===== src/design/dacld_regs.vh =====
// constants for the dac double-buffer loader host controller
`ifndef DACLD_REGS_VH
`define DACLD_REGS_VH
`define DACLD_DATA_W 14
`define DACLD_HIGH_W 6
`define DACLD_CHAN_N 4
`define DACLD_CHAN_W 2
`define DACLD_SEL_HIGH 2'h1
`define DACLD_SEL_LOW 2'h2
`define DACLD_SEL_XFER 2'h3
`define DACLD_SEL_IDLE 2'h0
`define DACLD_SETUP_NS 20
`define DACLD_STROBE_NS 60
`define DACLD_HOLD_NS 20
`define DACLD_CLK_NS 4
`define DACLD_SETUP_CYC ((`DACLD_SETUP_NS + `DACLD_CLK_NS - 1) / `DACLD_CLK_NS)
`define DACLD_STROBE_CYC ((`DACLD_STROBE_NS + `DACLD_CLK_NS - 1) / `DACLD_CLK_NS)
`define DACLD_HOLD_CYC ((`DACLD_HOLD_NS + `DACLD_CLK_NS - 1) / `DACLD_CLK_NS)
`endif


===== src/design/dacld_host.v =====
// host controller driving byte-wide and word-wide double-buffered dacs
`timescale 1ns/1ns
`include "dacld_regs.vh"
module dacld_host (
  input wire clk_sys,
  input wire rst,
  input wire cmd_valid,
  input wire [1:0] cmd_op,
  input wire [1:0] cmd_chan,
  input wire [13:0] cmd_data,
  output reg cmd_ready_r,
  output reg cmd_done_r,
  output reg [7:0] byte_data_r,
  output reg reg_select_bit0_r,
  output reg reg_select_bit1_r,
  output reg byte_cs_n_r,
  output reg byte_wr_n_r,
  output reg [13:0] parallel_data_in_r,
  output reg [3:0] high_byte_select_n_r,
  output reg [3:0] low_byte_select_n_r,
  output reg word_wr_n_r,
  output reg dac_update_strobe_n_r
);
  // command codes
  localparam OP_BYTE = 2'h0;
  localparam OP_WLOAD = 2'h1;
  localparam OP_UPDATE = 2'h2;
  localparam OP_BYPASS = 2'h3;
  // sequencer states
  localparam ST_IDLE = 3'h0;
  localparam ST_HIGH = 3'h1;
  localparam ST_LOW = 3'h2;
  localparam ST_XFER = 3'h3;
  localparam ST_WORD = 3'h4;
  localparam ST_UPD = 3'h5;
  reg [2:0] st_r;
  reg [2:0] st_nxt;
  reg [1:0] op_r;
  reg [1:0] chan_r;
  reg [13:0] word_r;
  reg go_r;
  wire str_active;
  wire str_busy;
  wire str_done;
  wire [3:0] chan_hit;
  // one strobe engine shared by every write cycle
  dacld_strobe u_strobe (
    .clk_sys(clk_sys),
    .rst(rst),
    .start(go_r),
    .active_r(str_active),
    .busy_r(str_busy),
    .done_r(str_done)
  );
  // per-channel select decode for the word-wide converters
  genvar gi;
  generate
    for (gi = 0; gi < `DACLD_CHAN_N; gi = gi + 1) begin : g_chan
      assign chan_hit[gi] = (chan_r == gi);
    end
  endgenerate
  // next state of the write sequencer
  always @* begin
    st_nxt = st_r;
    case (st_r)
      ST_IDLE: begin
        // a command is taken only while ready stands high
        if (cmd_valid && cmd_ready_r) begin
          case (cmd_op)
            OP_BYTE: st_nxt = ST_HIGH;
            OP_WLOAD: st_nxt = ST_WORD;
            OP_BYPASS: st_nxt = ST_WORD;
            default: st_nxt = ST_UPD;
          endcase
        end
      end
      ST_HIGH: begin
        if (str_done) begin
          st_nxt = ST_LOW;
        end
      end
      ST_LOW: begin
        if (str_done) begin
          st_nxt = ST_XFER;
        end
      end
      ST_XFER: begin
        if (str_done) begin
          st_nxt = ST_IDLE;
        end
      end
      ST_WORD: begin
        if (str_done) begin
          st_nxt = ST_IDLE;
        end
      end
      ST_UPD: begin
        if (str_done) begin
          st_nxt = ST_IDLE;
        end
      end
      default: begin
        st_nxt = ST_IDLE;
      end
    endcase
  end
  // sequencer state and strobe kick
  always @(posedge clk_sys) begin
    if (rst) begin
      st_r <= ST_IDLE;
      go_r <= 1'b0;
    end else begin
      st_r <= st_nxt;
      // a write starts on acceptance or as soon as the previous one ends
      go_r <= (st_nxt != ST_IDLE) && ((st_r == ST_IDLE) || str_done);
    end
  end
  // handshake towards the command source
  always @(posedge clk_sys) begin
    if (rst) begin
      cmd_ready_r <= 1'b0;
      cmd_done_r <= 1'b0;
    end else begin
      // ready drops on acceptance so one command is taken at a time
      cmd_ready_r <= (st_nxt == ST_IDLE) && !(cmd_valid && cmd_ready_r);
      cmd_done_r <= str_done && (st_nxt == ST_IDLE);
    end
  end
  // command capture, held until the command ends
  always @(posedge clk_sys) begin
    if (rst) begin
      op_r <= OP_BYTE;
      chan_r <= 2'h0;
      word_r <= 14'h0000;
    end else if (cmd_valid && cmd_ready_r) begin
      op_r <= cmd_op;
      chan_r <= cmd_chan;
      word_r <= cmd_data;
    end
  end
  // byte bus: code and data settle while chip select is still high
  always @(posedge clk_sys) begin
    if (rst) begin
      byte_data_r <= 8'h00;
      reg_select_bit0_r <= 1'b0;
      reg_select_bit1_r <= 1'b0;
      byte_cs_n_r <= 1'b1;
      byte_wr_n_r <= 1'b1;
    end else begin
      byte_cs_n_r <= 1'b1;
      byte_wr_n_r <= 1'b1;
      case (st_r)
        ST_HIGH: begin
          // only low six lines carry data for the high byte
          byte_data_r <= {2'h0, word_r[13:8]};
          {reg_select_bit1_r, reg_select_bit0_r} <= `DACLD_SEL_HIGH;
          byte_cs_n_r <= !str_busy;
          byte_wr_n_r <= !str_active;
        end
        ST_LOW: begin
          byte_data_r <= word_r[7:0];
          {reg_select_bit1_r, reg_select_bit0_r} <= `DACLD_SEL_LOW;
          byte_cs_n_r <= !str_busy;
          byte_wr_n_r <= !str_active;
        end
        ST_XFER: begin
          // data lines keep the low byte; converter ignores them
          {reg_select_bit1_r, reg_select_bit0_r} <= `DACLD_SEL_XFER;
          byte_cs_n_r <= !str_busy;
          byte_wr_n_r <= !str_active;
        end
        default: begin
          {reg_select_bit1_r, reg_select_bit0_r} <= `DACLD_SEL_IDLE;
        end
      endcase
    end
  end
  // word bus: data and selects stand for the whole write cycle
  always @(posedge clk_sys) begin
    if (rst) begin
      parallel_data_in_r <= 14'h0000;
      high_byte_select_n_r <= 4'hF;
      low_byte_select_n_r <= 4'hF;
      word_wr_n_r <= 1'b1;
    end else begin
      case (st_r)
        ST_WORD: begin
          parallel_data_in_r <= word_r;
          high_byte_select_n_r <= ~chan_hit;
          low_byte_select_n_r <= ~chan_hit;
          word_wr_n_r <= !str_active;
        end
        default: begin
          // deselected: data lines keep the last word
          high_byte_select_n_r <= 4'hF;
          low_byte_select_n_r <= 4'hF;
          word_wr_n_r <= 1'b1;
        end
      endcase
    end
  end
  // shared update strobe: pulse for a transfer, whole write cycle for bypass
  always @(posedge clk_sys) begin
    if (rst) begin
      dac_update_strobe_n_r <= 1'b1;
    end else begin
      case (st_r)
        ST_WORD: begin
          // bypass: all low makes every register transparent, released on the edge that raises cmd_done_r
          dac_update_strobe_n_r <= !((op_r == OP_BYPASS) && str_busy);
        end
        ST_UPD: begin
          // shared update pulse reaches every word-wide converter at once
          dac_update_strobe_n_r <= !str_active;
        end
        default: begin
          dac_update_strobe_n_r <= 1'b1;
        end
      endcase
    end
  end
endmodule


===== src/design/dacld_strobe.v =====
// timed strobe generator: setup, active, hold phases
`timescale 1ns/1ns
`include "dacld_regs.vh"
module dacld_strobe (
  input wire clk_sys,
  input wire rst,
  input wire start,
  output reg active_r,
  output reg busy_r,
  output reg done_r
);
  localparam PH_IDLE = 2'h0;
  localparam PH_SETUP = 2'h1;
  localparam PH_ACT = 2'h2;
  localparam PH_HOLD = 2'h3;
  localparam integer SETUP_I = `DACLD_SETUP_CYC;
  localparam integer STROBE_I = `DACLD_STROBE_CYC;
  localparam integer HOLD_I = `DACLD_HOLD_CYC;
  // counts cut to the counter width on purpose
  localparam [4:0] SETUP_C = SETUP_I[4:0];
  localparam [4:0] STROBE_C = STROBE_I[4:0];
  localparam [4:0] HOLD_C = HOLD_I[4:0];
  reg [1:0] ph_r;
  reg [4:0] cnt_r;
  // phase sequencer, each phase lasts its cycle count
  always @(posedge clk_sys) begin
    if (rst) begin
      ph_r <= PH_IDLE;
      cnt_r <= 5'h00;
      active_r <= 1'b0;
      busy_r <= 1'b0;
      done_r <= 1'b0;
    end else begin
      done_r <= 1'b0;
      case (ph_r)
        PH_IDLE: begin
          if (start) begin
            ph_r <= PH_SETUP;
            cnt_r <= SETUP_C - 5'h01;
            busy_r <= 1'b1;
          end
        end
        PH_SETUP: begin
          if (cnt_r == 5'h00) begin
            ph_r <= PH_ACT;
            cnt_r <= STROBE_C - 5'h01;
            active_r <= 1'b1;
          end else begin
            cnt_r <= cnt_r - 5'h01;
          end
        end
        PH_ACT: begin
          if (cnt_r == 5'h00) begin
            ph_r <= PH_HOLD;
            cnt_r <= HOLD_C - 5'h01;
            active_r <= 1'b0;
          end else begin
            cnt_r <= cnt_r - 5'h01;
          end
        end
        PH_HOLD: begin
          if (cnt_r == 5'h00) begin
            ph_r <= PH_IDLE;
            busy_r <= 1'b0;
            done_r <= 1'b1;
          end else begin
            cnt_r <= cnt_r - 5'h01;
          end
        end
        default: begin
          ph_r <= PH_IDLE;
        end
      endcase
    end
  end
endmodule


===== config.mk =====
export PLATFORM = sky130hd
export DESIGN_NAME = dacld_host
export DESIGN_NICKNAME = d
export VERILOG_FILES = /design/src/design/dacld_host.v /design/src/design/dacld_strobe.v
export VERILOG_INCLUDE_DIRS = /design/src /design/src/design
export SDC_FILE = /design/constraint.sdc
export NUM_CORES = 1
export LEC_CHECK = 0
export ABC_CLOCK_PERIOD_IN_PS = 1800
export BUFFER_PORTS_ARGS = -buffer_cell sky130_fd_sc_hd__buf_2
export CAP_MARGIN = 15
export CORE_AREA = 5 5 77 107
export DETAILED_ROUTE_END_ITERATION = 8
export DIE_AREA = 0 0 82 112
export PLACE_DENSITY = 0.69
export SETUP_SLACK_MARGIN = 0.15
export SYNTH_ARGS = -nofsm -noshare
export SYNTH_HDL_FRONTEND = slang
export SYNTH_SLANG_ARGS = --single-unit

===== constraint.sdc =====
create_clock -name clk_sys -period 1.8 [get_ports clk_sys]
set_input_delay 0.18 -clock clk_sys [delete_from_list [all_inputs] [get_ports clk_sys]]
set_output_delay 0.18 -clock clk_sys [all_outputs]
set_load 0.005 [all_outputs]

Yosys cells after proc, flatten, opt, wreduce, memory -nomap -nowiden. Cells that the tools add are included.

$mul: 0. Shift operators: 0. Reductions and logical operators: 32. Bitwise logic cells: 4. Magnitude comparators: 0. Div/mod/pow operators: 0. Muxes and demuxes: 26. Equal/unequal tests: 19. Add/sub/neg operators: 1.

Operator list (count): $mux 5 (4); $pmux 5 s4 (1); $pmux 8 s2 (1); $eq 2x2->1 const B (6); $mux 3 (4); $pmux 3 s4 (1); $reduce_or 2->1 (6); $mux 2 (4); $pmux 2 s4 (1); $eq 2x1->1 const B (3); $eq 3x2->1 const B (2); $eq 3x3->1 const B (2); $logic_not 2->1 (3); $logic_not 3->1 (2); $mux 1 (6); $ne 2x1->1 const B (3); $pmux 1 s2 (3); $pmux 3 s2 (1); $reduce_and 3->1 (2); $reduce_bool 2->1 (3); $reduce_or 3->1 (2); $logic_and 1x1->1 (5); $logic_not 5->1 (1); $sub 5x1->5 const B (1); 9 further kinds (15).

Word-level logic and storage cells: 103. Memory bits (read-only): 0. Memories kept: 0. Input port bits: 21. Bits in writable memories: 0. Latch bits: 0. Output and inout bits: 38. Bits in registers: 66.

Depth between registers and ports, before layout. Gate-level depths: netlist of run 1.

Depth in word-level cells: 7. Mapped depth: 6. Mapped depth without buffers: 6.

Modules after synthesis. Synthesis of run 1 repeated with hierarchy kept, for this count alone.

Cell total of the unflattened synthesis: 318. Area total of the unflattened synthesis: 2702.6 µm².

By module, submodules not included: dacld_host (cells an instance 254, area an instance 2147.1 µm², times used 1, seq. area each 1121.1 µm²); dacld_strobe (cells an instance 64, area an instance 555.5 µm², times used 1, seq. area each 200.2 µm²).

Worst setup path before layout of run 1. OpenSTA, ideal clock, no wires.

Kind: register to register. From: reg u_strobe.ph_r[0]. To: reg u_strobe.ph_r[1]. Setup slack: 84 ps. Arrival: 1588 ps. Path buffers: 0. Clock period less this slack: 1716 ps. Cell stages (with the launch flop): 7. Setup time: 128 ps. Data required time: 1672 ps. Cells stage by stage: dfxtp_1 > inv_1 > ha_1 > or3_2 > a21oi_4 > mux2i_1 > nor2_1.

Longest elaborated chain between the ends: 3. Elaborated cells between the ends (all ways): 10. Classes of those cells: eq/ne (7); mux (1); reduce/logical (2).

Ends and longest elaborated chain: start, declared (line dacld_strobe.v:23) `reg [1:0] ph_r;`; start signal, assigned (line dacld_strobe.v:28) `ph_r <= PH_IDLE;`; start signal, assigned (line dacld_strobe.v:38) `ph_r <= PH_SETUP;`; start signal, assigned (line dacld_strobe.v:45) `ph_r <= PH_ACT;`; $eq 2x2->1, or another cell as far along (line dacld_strobe.v:35) `case (ph_r)`; $ne 2x1->1 (no line) or $ne 2x2->1 (tied branches); $reduce_and 4->1 (no line).

Several ways; a longest one is shown, not always the timed one. A chain may end at the register's enable or synchronous reset.

Worst setup path after layout of run 1. Ends and elaborated chain as after synthesis.

==> results of run 1 <==
-- flip-flops by register name (all words and copies together) (netlist names), 2 cells and up --
name	cells
low_byte_select_n_r	4
chan_r	2
st_r	3
u_strobe.ph_r	2
u_strobe.cnt_r	5
word_r	14
byte_data_r	8
parallel_data_in_r	14
op_r	2
-- per-layer routing --
metal	vias to the layer above	wire, µm	track usage [%]
met2	75	3240	24.8
met5	-	0	0
li1	1177	-	-
met4	0	123	7.21
met1	1087	2460	14.8
met3	8	341	4.45
-- placed cells by master (no fill, tap or decap), types with 2 or more instances in the layout --
cell / synthesis / final
ha_1: 6 / 4
a211oi_2: 7 / 7
nor3_1: 8 / 8
o21ai_0: 5 / 5
inv_2: 0 / 2
nor2_1: 21 / 20
nand3_1: 3 / 3
buf_2: 5 / 58
buf_4: 6 / 14
clkbuf_8: 0 / 9
nand2_1: 83 / 83
xnor2_1: 2 / 2
a211oi_1: 3 / 3
and2_1: 2 / 2
a21oi_1: 44 / 44
inv_1: 6 / 4
nor3b_1: 2 / 2
o21bai_1: 3 / 3
nand4_1: 2 / 2
or4_1: 2 / 2
nand2b_1: 2 / 2
nor4_1: 2 / 2
dfxtp_2: 0 / 4
clkinv_2: 0 / 3
dfxtp_1: 66 / 62
mux2i_1: 8 / 8
nand3b_1: 2 / 2
-- stage by stage --
step	util [%]	hold WS [ns]	worst slack (ns)	area (µm²)
2_1_floorplan	-	0.316	0.194	2690
3_3_place_gp	42.6	0.416	0.140	3080
3_5_place_dp	42.6	0.421	0.0982	3080
4_1_cts	45.2	0.0428	0.157	3260
5_1_grt	45.6	0.0620	0.128	3290
6_report	45.6	0.0693	0.216	3290
-- kinds of logic after synthesis --
family / share of synthesized area, %
and+or+nand+nor: 22.9
AOI/OAI and AO/OA: 16.1
DFF: 49.2
buffers and inverters: 5.36
muxes: 2.98
adders and majority gates: 2.80
xor gates and xnor gates: 0.652
-- layout make-up --
type	instances	area share (%)
clock buffer	10	3.87
timing repair buffer	72	12.0
tap	97	3.68
clock inverter	4	1.37
inverter	7	0.874
multi-input combinational	220	37.9
sequential	66	40.3
-- power groups by stage --
stage | clock network (µW) | logic [µW] | registers [µW]
final | 1140 | 898 | 1700
after global routing | 1230 | 996 | 1720
after CTS | 1190 | 864 | 1700
after detailed placement | 0 | 857 | 1730
after global placement | 0 | 835 | 1720
after floorplan | 0 | 639 | 1690
-- path summary, 6_finish.rpt --
| path | from | end | slack [ns] | depth (start not counted) |
|---|---|---|---|---|
| max reg2reg | u_strobe.ph_r[0] | u_strobe.ph_r[1] | 0.22 | 6 |
| min | cmd_data[11] | word_r[11] | 0.07 | 3 |
| min reg2reg | u_strobe.busy_r | byte_cs_n_r | 0.44 | 1 |
| max | u_strobe.ph_r[0] | u_strobe.ph_r[1] | 0.22 | 6 |
-- cells in the mapped netlist (2+ instances only) --
master     n  area, µm²
o21bai_1   3       22.5
nand3b_1   2       15.0
or4_1      2       15.0
ha_1       6       75.1
nand3_1    3       15.0
inv_1      6       22.5
dfxtp_1   66       1320
buf_2      5       25.0
clkbuf_1  11       41.3
nand2_1   83        312
nand2b_1   2       12.5
nand4_1    2       12.5
mux2i_1    8       80.1
and2_1     2       12.5
nor2b_1    2       12.5
buf_4      6       45.0
nor3b_1    2       15.0
a21oi_1   44        220
a211oi_1   3       22.5
xnor2_1    2       17.5
nor2_1    21       78.8
nor4_1     2       12.5
o21ai_0    5       25.0
a211oi_2   7       87.6
nor3_1     8       40.0
-- timing repair --
action / CTS / global route
hold endpoints to repair: 0 / 0
endpoints found under the setup margin: 4 / 7
pin swaps: 2 / 3
resized for setup: 5 / 7
setup buffers: 0 / 2
-- worst register-to-register path, stage by stage (launching register included) --
cell and delay [ns]:
dfxtp_2 0.36, inv_1 0.08, ha_2 0.20, or3_4 0.41
a21oi_4 0.19, mux2i_1 0.19, nor2_1 0.05
==> flow_metrics.tcl, run 1 <==
set metrics [dict create \
    start_util_pct 37.2 \
    area_growth_pct 22.7 \
    clock-sinks 66 \
    hpwl_mm 4.54 \
    viasPerCell 4.93 \
    synthArstFlopShare_pct 0 \
    drv_cap 0 \
    synth_area_um2 2690 \
    grt_pass1_wl_mm 10.1 \
    p_seq_share_pct 45.5 \
    io_buffers 58 \
    tns_ns 0 \
    final_hold_viol_count 0 \
    placed_cells 460 \
    drive_gt1_share_pct 28.8 \
    first_pass_iters 5 \
    diodes 0 \
    cp_max_fo 4 \
    endpoint_kind "flip-flop" \
    ys_seq_area_share_pct 49.2 \
    final_net_count 403 \
    synth_cell_types 38 \
    status "finished, final reports clean" \
    p_leak_uw 0.00126 \
    fp-row-count 37 \
    peakVddDrop_v 0.000525 \
    total_power_uw 3740 \
    syn_nets 343 \
    wl_per_cell_um 13.0 \
    io_pins 59 \
    grt_util_all_layers_pct 14.2 \
    nFillCells 726 \
    core_area_um2 7220 \
    synth_seq_cells 66 \
    crit_arrival_ns 1.83 \
    syn_area_per_cell_um2 8.50 \
    min_period_over_period_pct 88.0 \
    cts_buffers 9 \
    power_frac_comb_pct 24.0 \
    seq_area_um2 1330 \
    relSlewSlack_pct 65.4 \
    hold_path_class "primary input to flip-flop" \
    slowest_delay_ns 0.41 \
    insertion_delay_ns 0.35 \
    worstPathRequired_ns 2.04 \
    start_kind "flip-flop" \
    rsz0062_at_grt "yes" \
    slew_violations 0 \
    htree_num_levels 3 \
    skew_ns 0.0115 \
    yosysWarningCount 0 \
    layout_min_cycle_time_ns 1.58 \
    antenna_left 0 \
    finalSetupViolCount 0 \
    die_y_um 112 \
    synthCells 316 \
    switchingPower_uw 1160 \
    overflow 0 \
    fin_cells 476 \
    routed_wl_mm 6.17 \
    cts_tree "yes" \
    antenna_found_initial 0 \
    yosys_most_used_dff "dfxtp_1" \
    clkPwrFrac_pct 30.5 \
    cpLargestDelayFamily "simple AND/OR/NAND/NOR gates" \
    crit_buf_inv 1 \
    die_w_um 82 \
    cts_buffer_depth 2 \
    clk_pin_slew_ns 0.07 \
    die_area_um2 9180 \
    worstSetupPathType "flip-flop to flip-flop" \
    clock-root-buffer "clkbuf_8" \
    slowest_stage "or3_4" \
    grt_pass1_vias 2226 \
    multi_input_area_um2 1250 \
    cp_cell_sequence "inv_1, ha_2, or3_4, a21oi_4, mux2i_1, nor2_1" \
    drc_errors 0 \
    switching_share_pct 30.9 \
    worst_pin_slew_ns 0.519 \
    p_per_area_nw_per_um2 1140 \
    drt_iter0_markers 79 \
    gp_congestion 0.797 \
    internal-power_uw 2590 \
    hold_buffers 0 \
    grt_max_degree 27 \
    synth_edf_count 0 \
    max_freq_mhz 631 \
    vias 2347 \
]
No activity file was read; power rests on OpenSTA's default activity.
==> run 2: changes to the inputs <==
--- a/config.mk
+++ b/config.mk
@@ -9,10 +9,12 @@
 export ABC_CLOCK_PERIOD_IN_PS = 1800
 export BUFFER_PORTS_ARGS = -buffer_cell sky130_fd_sc_hd__buf_2
 export CAP_MARGIN = 15
-export CORE_AREA = 5 5 77 107
+export CELL_PAD_IN_SITES_DETAIL_PLACEMENT = 0
+export CELL_PAD_IN_SITES_GLOBAL_PLACEMENT = 1
+export CORE_AREA = 5 5 81 112
 export DETAILED_ROUTE_END_ITERATION = 8
-export DIE_AREA = 0 0 82 112
-export PLACE_DENSITY = 0.69
+export DIE_AREA = 0 0 86 117
+export PLACE_DENSITY = 0.8
 export SETUP_SLACK_MARGIN = 0.15
 export SYNTH_ARGS = -nofsm -noshare
 export SYNTH_HDL_FRONTEND = slang
==> run 2 against run 1 <==
  * Worst hold slack improved by 0.013 ns
  * Via count fell by 2.1%
  * Sequential share of layout area fell by 2.4 points
  * Wire length rose by 7.1%
  * Largest power group is now clock
  * Sequential power barely moved
  * Global-route usage fell by 0.56 points
==> flow_metrics.tcl, run 2 (synthesis results as in run 1) <==
set metrics [dict create \
    status "finished, final reports clean" \
    hold_ws_ns 0.0827 \
    drive_gt1_share_pct 29.2 \
    layout_min_cycle_time_ns 1.61 \
    layout_commonest_cell "nand2_1" \
    clock-root-buffer "clkbuf_16" \
    io_pins 59 \
    finalSetupViolCount 0 \
    skew_ns 0.00548 \
    min_period_over_period_pct 89.2 \
    wl_per_cell_um 13.6 \
    pre_cts_ws_ns 0.0922 \
    htree_num_levels 3 \
    diodes 0 \
    core_area_um2 8050 \
    hold_path_class "primary input to flip-flop" \
    clock-sinks 66 \
    slew_violations 0 \
    worstPathRequired_ns 2.01 \
    crit_arrival_ns 1.81 \
    cp_max_fo 3 \
    p_leak_uw 0.00135 \
    fin_cells 485 \
    routed_wl_mm 6.61 \
    io_buffers 58 \
    cpLargestDelayFamily "simple AND/OR/NAND/NOR gates" \
    top_regs "parallel_data_in_r x14, word_r x14, byte_data_r x8" \
    setup_slack_ns 0.195 \
    overflow 0 \
    start_util_pct 33.3 \
    cts_buffers 9 \
    holdPathStages 3 \
    insertion_delay_ns 0.33 \
    nFillCells 829 \
    grt_max_degree 36 \
    reg2reg_depth 6 \
    antenna_left 0 \
    antenna_found_initial 0 \
    relSlewSlack_pct 75.1 \
    crit_buf_inv 1 \
    drt_iter0_markers 69 \
    endpoint_kind "flip-flop" \
    cts_buffer_depth 2 \
    vias 2297 \
    placed_cells 464 \
    worst_pin_slew_ns 0.372 \
    drv_cap 0 \
    start_kind "flip-flop" \
    final_hold_viol_count 0 \
    area_growth_pct 30.6 \
    cts_tree "yes" \
    die_w_um 86 \
    slowest_delay_ns 0.50 \
    viasPerCell 4.74 \
    cp_cell_sequence "inv_2, ha_4, or4b_4, a21oi_4, mux2i_1, nor2_1" \
    gp_congestion 0.824 \
    die_area_um2 10100 \
    grt_pass1_wl_mm 10.7 \
    worstSetupPathType "flip-flop to flip-flop" \
    rsz0062_at_grt "yes" \
    slowest_stage "or4b_4" \
    final_net_count 405 \
    crit_cells 6 \
    fp-row-count 39 \
    die_y_um 117 \
    tns_ns 0 \
    grt_pass1_vias 2308 \
    clk_pin_slew_ns 0.06 \
    peakVddDrop_v 0.000600 \
    final_core_util_pct 43.6 \
    first_pass_iters 4 \
    max_freq_mhz 623 \
    hpwl_mm 4.68 \
    p_per_area_nw_per_um2 1330 \
    drc_errors 0 \
    grt_util_all_layers_pct 13.7 \
    layout_common_cells "nand2_1 (83), dfxtp_1 (63), buf_2 (58)" \
]
## run 2: layer usage
metal | global-route usage (%) | share of wire, % | vias to the layer above
met3 | 4.06 | 4.9 | 13
met4 | 6.97 | 2.3 | 0
met2 | 24.2 | 52 | 42
met5 | 0 | 0 | -
li1 | - | - | 1192
met1 | 14.6 | 41 | 1050
## run 2: path summary, 6_finish.rpt
path	from	end	slack, ns
max	u_strobe.cnt_r[0]	u_strobe.ph_r[1]	0.19
min	cmd_data[10]	word_r[10]	0.08
max reg2reg	u_strobe.cnt_r[0]	u_strobe.ph_r[1]	0.19
min reg2reg	u_strobe.busy_r	byte_cs_n_r	0.42
## run 2: timing repair
action | 4_1_cts | 5_1_grt
hold buffers | 0 | 0
endpoints found under the setup margin | 2 | 6
buffers inserted | 2 | 3
pin swaps | 2 | 4
resized for setup | 5 | 7
## run 2: final cells by class
cell class,count,area (µm²),share of cell area (%)
clock inverters,4,97.6,2.78
repair buffers,74,423,12.1
inverters,7,28.8,0.821
flip-flops and latches,66,1330,37.9
clock buffers,12,256,7.31
multi-input cells,220,1250,35.5
well taps,102,128,3.64
## run 2: per-stage QoR
step                power, µW  cell area [µm²]
floorplan                2330             2690
global placement         2570             3090
detailed placement       2590             3090
CTS                      4700             3470
global route             4900             3510
finish                   4680             3510
## run 2: power breakdown
part | internal, µW | total, µW | switching [µW]
clock | 1430 | 2050 | 621
combinational | 408 | 927 | 519
sequential | 1590 | 1710 | 114
total | 3430 | 4680 | 1250
## run 2: worst reg2reg max path: cells and delay by family (launching register included)
kind | cells | cell delay, ns
AND/OR/NAND/NOR | 2 | 0.56
flip-flops | 1 | 0.32
AO/OA/AOI/OAI | 1 | 0.19
multiplexers | 1 | 0.19
adder cells (fa/ha/maj) | 1 | 0.14
buffers and inverters | 1 | 0.08
==> run 3: changes to the inputs <==
--- a/config.mk
+++ b/config.mk
@@ -6,15 +6,16 @@
 export SDC_FILE = /design/constraint.sdc
 export NUM_CORES = 1
 export LEC_CHECK = 0
+export ABC_AREA = 1
 export ABC_CLOCK_PERIOD_IN_PS = 1800
 export BUFFER_PORTS_ARGS = -buffer_cell sky130_fd_sc_hd__buf_2
 export CAP_MARGIN = 15
 export CELL_PAD_IN_SITES_DETAIL_PLACEMENT = 0
 export CELL_PAD_IN_SITES_GLOBAL_PLACEMENT = 1
-export CORE_AREA = 5 5 81 112
+export CORE_AREA = 5 5 79 110
 export DETAILED_ROUTE_END_ITERATION = 8
-export DIE_AREA = 0 0 86 117
-export PLACE_DENSITY = 0.8
+export DIE_AREA = 0 0 84 115
+export PLACE_DENSITY = 0.82
 export SETUP_SLACK_MARGIN = 0.15
 export SYNTH_ARGS = -nofsm -noshare
 export SYNTH_HDL_FRONTEND = slang
==> run 3 against run 2 <==
  * Setup slack better by 0.13 ns
  * Via count down 3.1%
  * Sequential cell count did not move
  * Core utilization fell by 2.9 points
  * Critical path type unchanged
==> flow_metrics.tcl, run 3 <==
set metrics [dict create \
    peakVddDrop_v 0.000542 \
    design_area_um2 3100 \
    r2r_end "u_strobe.cnt_r[0]" \
    fp-row-count 38 \
    tns_ns 0 \
    start_util_pct 33.9 \
    drc_errors 0 \
    syn_area_per_cell_um2 7.99 \
    viasPerCell 4.60 \
    final_net_count 408 \
    hold_path_class "primary input to flip-flop" \
    synth_area_um2 2580 \
    start_kind "flip-flop" \
    yosysWarningCount 0 \
    status "finished, final reports clean" \
    r2r_start "u_strobe.ph_r[0]" \
    p_leak_uw 0.00134 \
    pre_cts_ws_ns 0.282 \
    die_y_um 115 \
    wl_per_cell_um 12.6 \
    layout_min_cycle_time_ns 1.48 \
    rrSetupSlack_ns 0.32 \
    synthArstFlopShare_pct 0 \
    yosys_most_used_dff "dfxtp_1" \
    die_w_um 84 \
    synth.most_common_cell "dfxtp_1" \
    diodes 0 \
    critPathCapture "u_strobe.cnt_r[0]" \
    min_period_over_period_pct 82.2 \
    finalSetupViolCount 0 \
    cts_setup_buffers 0 \
    crit_arrival_ns 1.75 \
    endpoint_kind "flip-flop" \
    antenna_left 0 \
    first_pass_iters 4 \
    slowest_delay_ns 0.35 \
    overflow 0 \
    die_area_um2 9660 \
    io_pins 59 \
    placed_cells 470 \
    cts_buffers 9 \
    grt_pass1_vias 2197 \
    insertion_delay_ns 0.34 \
    clk_pin_slew_ns 0.06 \
    top_regs "parallel_data_in_r x14, word_r x14, byte_data_r x8" \
    cpMostUsedCell "nand2_1" \
    htree_num_levels 3 \
    synth_top_area_share_pct 51.2 \
    place_area_um2 2940 \
    vias 2225 \
    core_area_um2 7610 \
    drt_iter0_markers 169 \
    synth_edf_count 0 \
    slowest_stage "dfxtp_1" \
    synthDominantAreaCellType "dfxtp_1" \
    setup_slack_ns 0.320 \
    worst_pin_slew_ns 0.305 \
    rsz0062_at_grt "no" \
    cts_tree "yes" \
    reg2reg_depth 7 \
    slew_violations 0 \
    max_freq_mhz 676 \
    cts_buffer_depth 2 \
    routed_wl_mm 6.10 \
    ys_seq_area_share_pct 51.2 \
    layout_commonest_cell "dfxtp_1" \
    grt_pass1_wl_mm 10.2 \
    synth_common_cells "dfxtp_1 (66), o21ai_0 (46), a21oi_1 (44)" \
    cpLargestDelayFamily "simple AND/OR/NAND/NOR gates" \
    layout_common_cells "dfxtp_1 (66), buf_2 (58), o21ai_0 (45)" \
    gp_congestion 0.817 \
    crit_buf_inv 1 \
    synth_area_leaders "dfxtp_1 (51%), o21ai_0 (8.9%), a21oi_1 (8.5%)" \
    fin_cells 484 \
    synth_seq_cells 66 \
    grt_max_degree 30 \
    skew_ns 0.00520 \
    final_hold_viol_count 0 \
    grt_util_all_layers_pct 13.6 \
    startpoint "u_strobe.ph_r[0]" \
    clock-sinks 66 \
    area_growth_pct 19.9 \
    drv_cap 0 \
    worstPathRequired_ns 2.07 \
    worstSetupPathType "flip-flop to flip-flop" \
    crit_cells 7 \
    cp_max_fo 5 \
    syn_nets 350 \
    relSlewSlack_pct 79.4 \
    antenna_found_initial 0 \
    drive_gt1_share_pct 21.6 \
    hpwl_mm 4.60 \
    synth_cell_types 26 \
    io_buffers 58 \
    synthCells 323 \
    p_per_area_nw_per_um2 1110 \
    cp_cell_sequence "inv_1, ha_1, nand2_1, nand2_1, nor2_2, o21ai_0, a21oi_1" \
    clock-root-buffer "clkbuf_8" \
]
-- run 3: per-stage QoR --
stage | util [%] | total power (µW) | hold WS [ns]
2_1_floorplan | - | 2240 | 0.319
3_3_place_gp | 38.7 | 2450 | 0.381
3_5_place_dp | 38.7 | 2460 | 0.385
4_1_cts | 40.7 | 3480 | 0.0914
5_1_grt | 40.7 | 3670 | 0.123
6_report | 40.7 | 3430 | 0.107
-- run 3: power breakdown --
group | internal (µW) | leakage [µW] | switching [µW]
combinational | 264 | 0.000721 | 461
clock | 524 | 0.0000766 | 490
sequential | 1600 | 0.000538 | 88.6
total | 2390 | 0.00134 | 1040
-- run 3: final cells by class --
type                    count  area [µm²]
clock buffers              14         153
fillers                   821        4510
inverters                  40         150
multi-input cells         201        1020
flip-flops and latches     66        1320
well taps                 100         125
repair buffers             63         328
-- run 3: cells by family (layout without fill, tap and decap cells) --
logic type | count (synthesis) | after routing | synth area share, %
buffers and inverters | 56 | 117 | 9.36
xor gates and xnor gates | 1 | 1 | 0.339
and+or+nand+nor | 96 | 96 | 16.8
AOI/OAI and AO/OA | 98 | 98 | 19.4
DFF | 66 | 66 | 51.2
adders and majority gates | 6 | 6 | 2.91
-- run 3: worst min-delay path by stage --
| stage | cells after the start | end | start | slack [ns] |
|---|---|---|---|---|
| 6_report | 3 | word_r[13] | cmd_data[13] | 0.11 |
| 3_5_place_dp | 1 | byte_cs_n_r | u_strobe.busy_r | 0.39 |
| 5_1_grt | 3 | word_r[4] | cmd_data[4] | 0.12 |
| 2_1_floorplan | 2 | op_r[1] | cmd_op[1] | 0.32 |
| 4_1_cts | 3 | word_r[13] | cmd_data[13] | 0.09 |
| 3_3_place_gp | 1 | byte_cs_n_r | u_strobe.busy_r | 0.38 |
-- run 3: worst reg2reg max path, cell delays in order (launching register included) --
cell and delay (ns):
dfxtp_1 0.35, inv_1 0.10, ha_1 0.22, nand2_1 0.12
nand2_1 0.14, nor2_2 0.22, o21ai_0 0.13, a21oi_1 0.13
-- run 3: layer usage --
layer,wire (µm),up-vias,global-route usage [%]
li1,-,1170,-
met1,2600,1003,14.6
met2,2990,39,23.0
met3,345,13,5.02
met4,166,0,7.51
met5,0,-,0
-- run 3: what timing repair did --
item | CTS | global route
endpoints found under the setup margin | 0 | 2
hold buffers | 0 | 0
resized for setup | 0 | 1
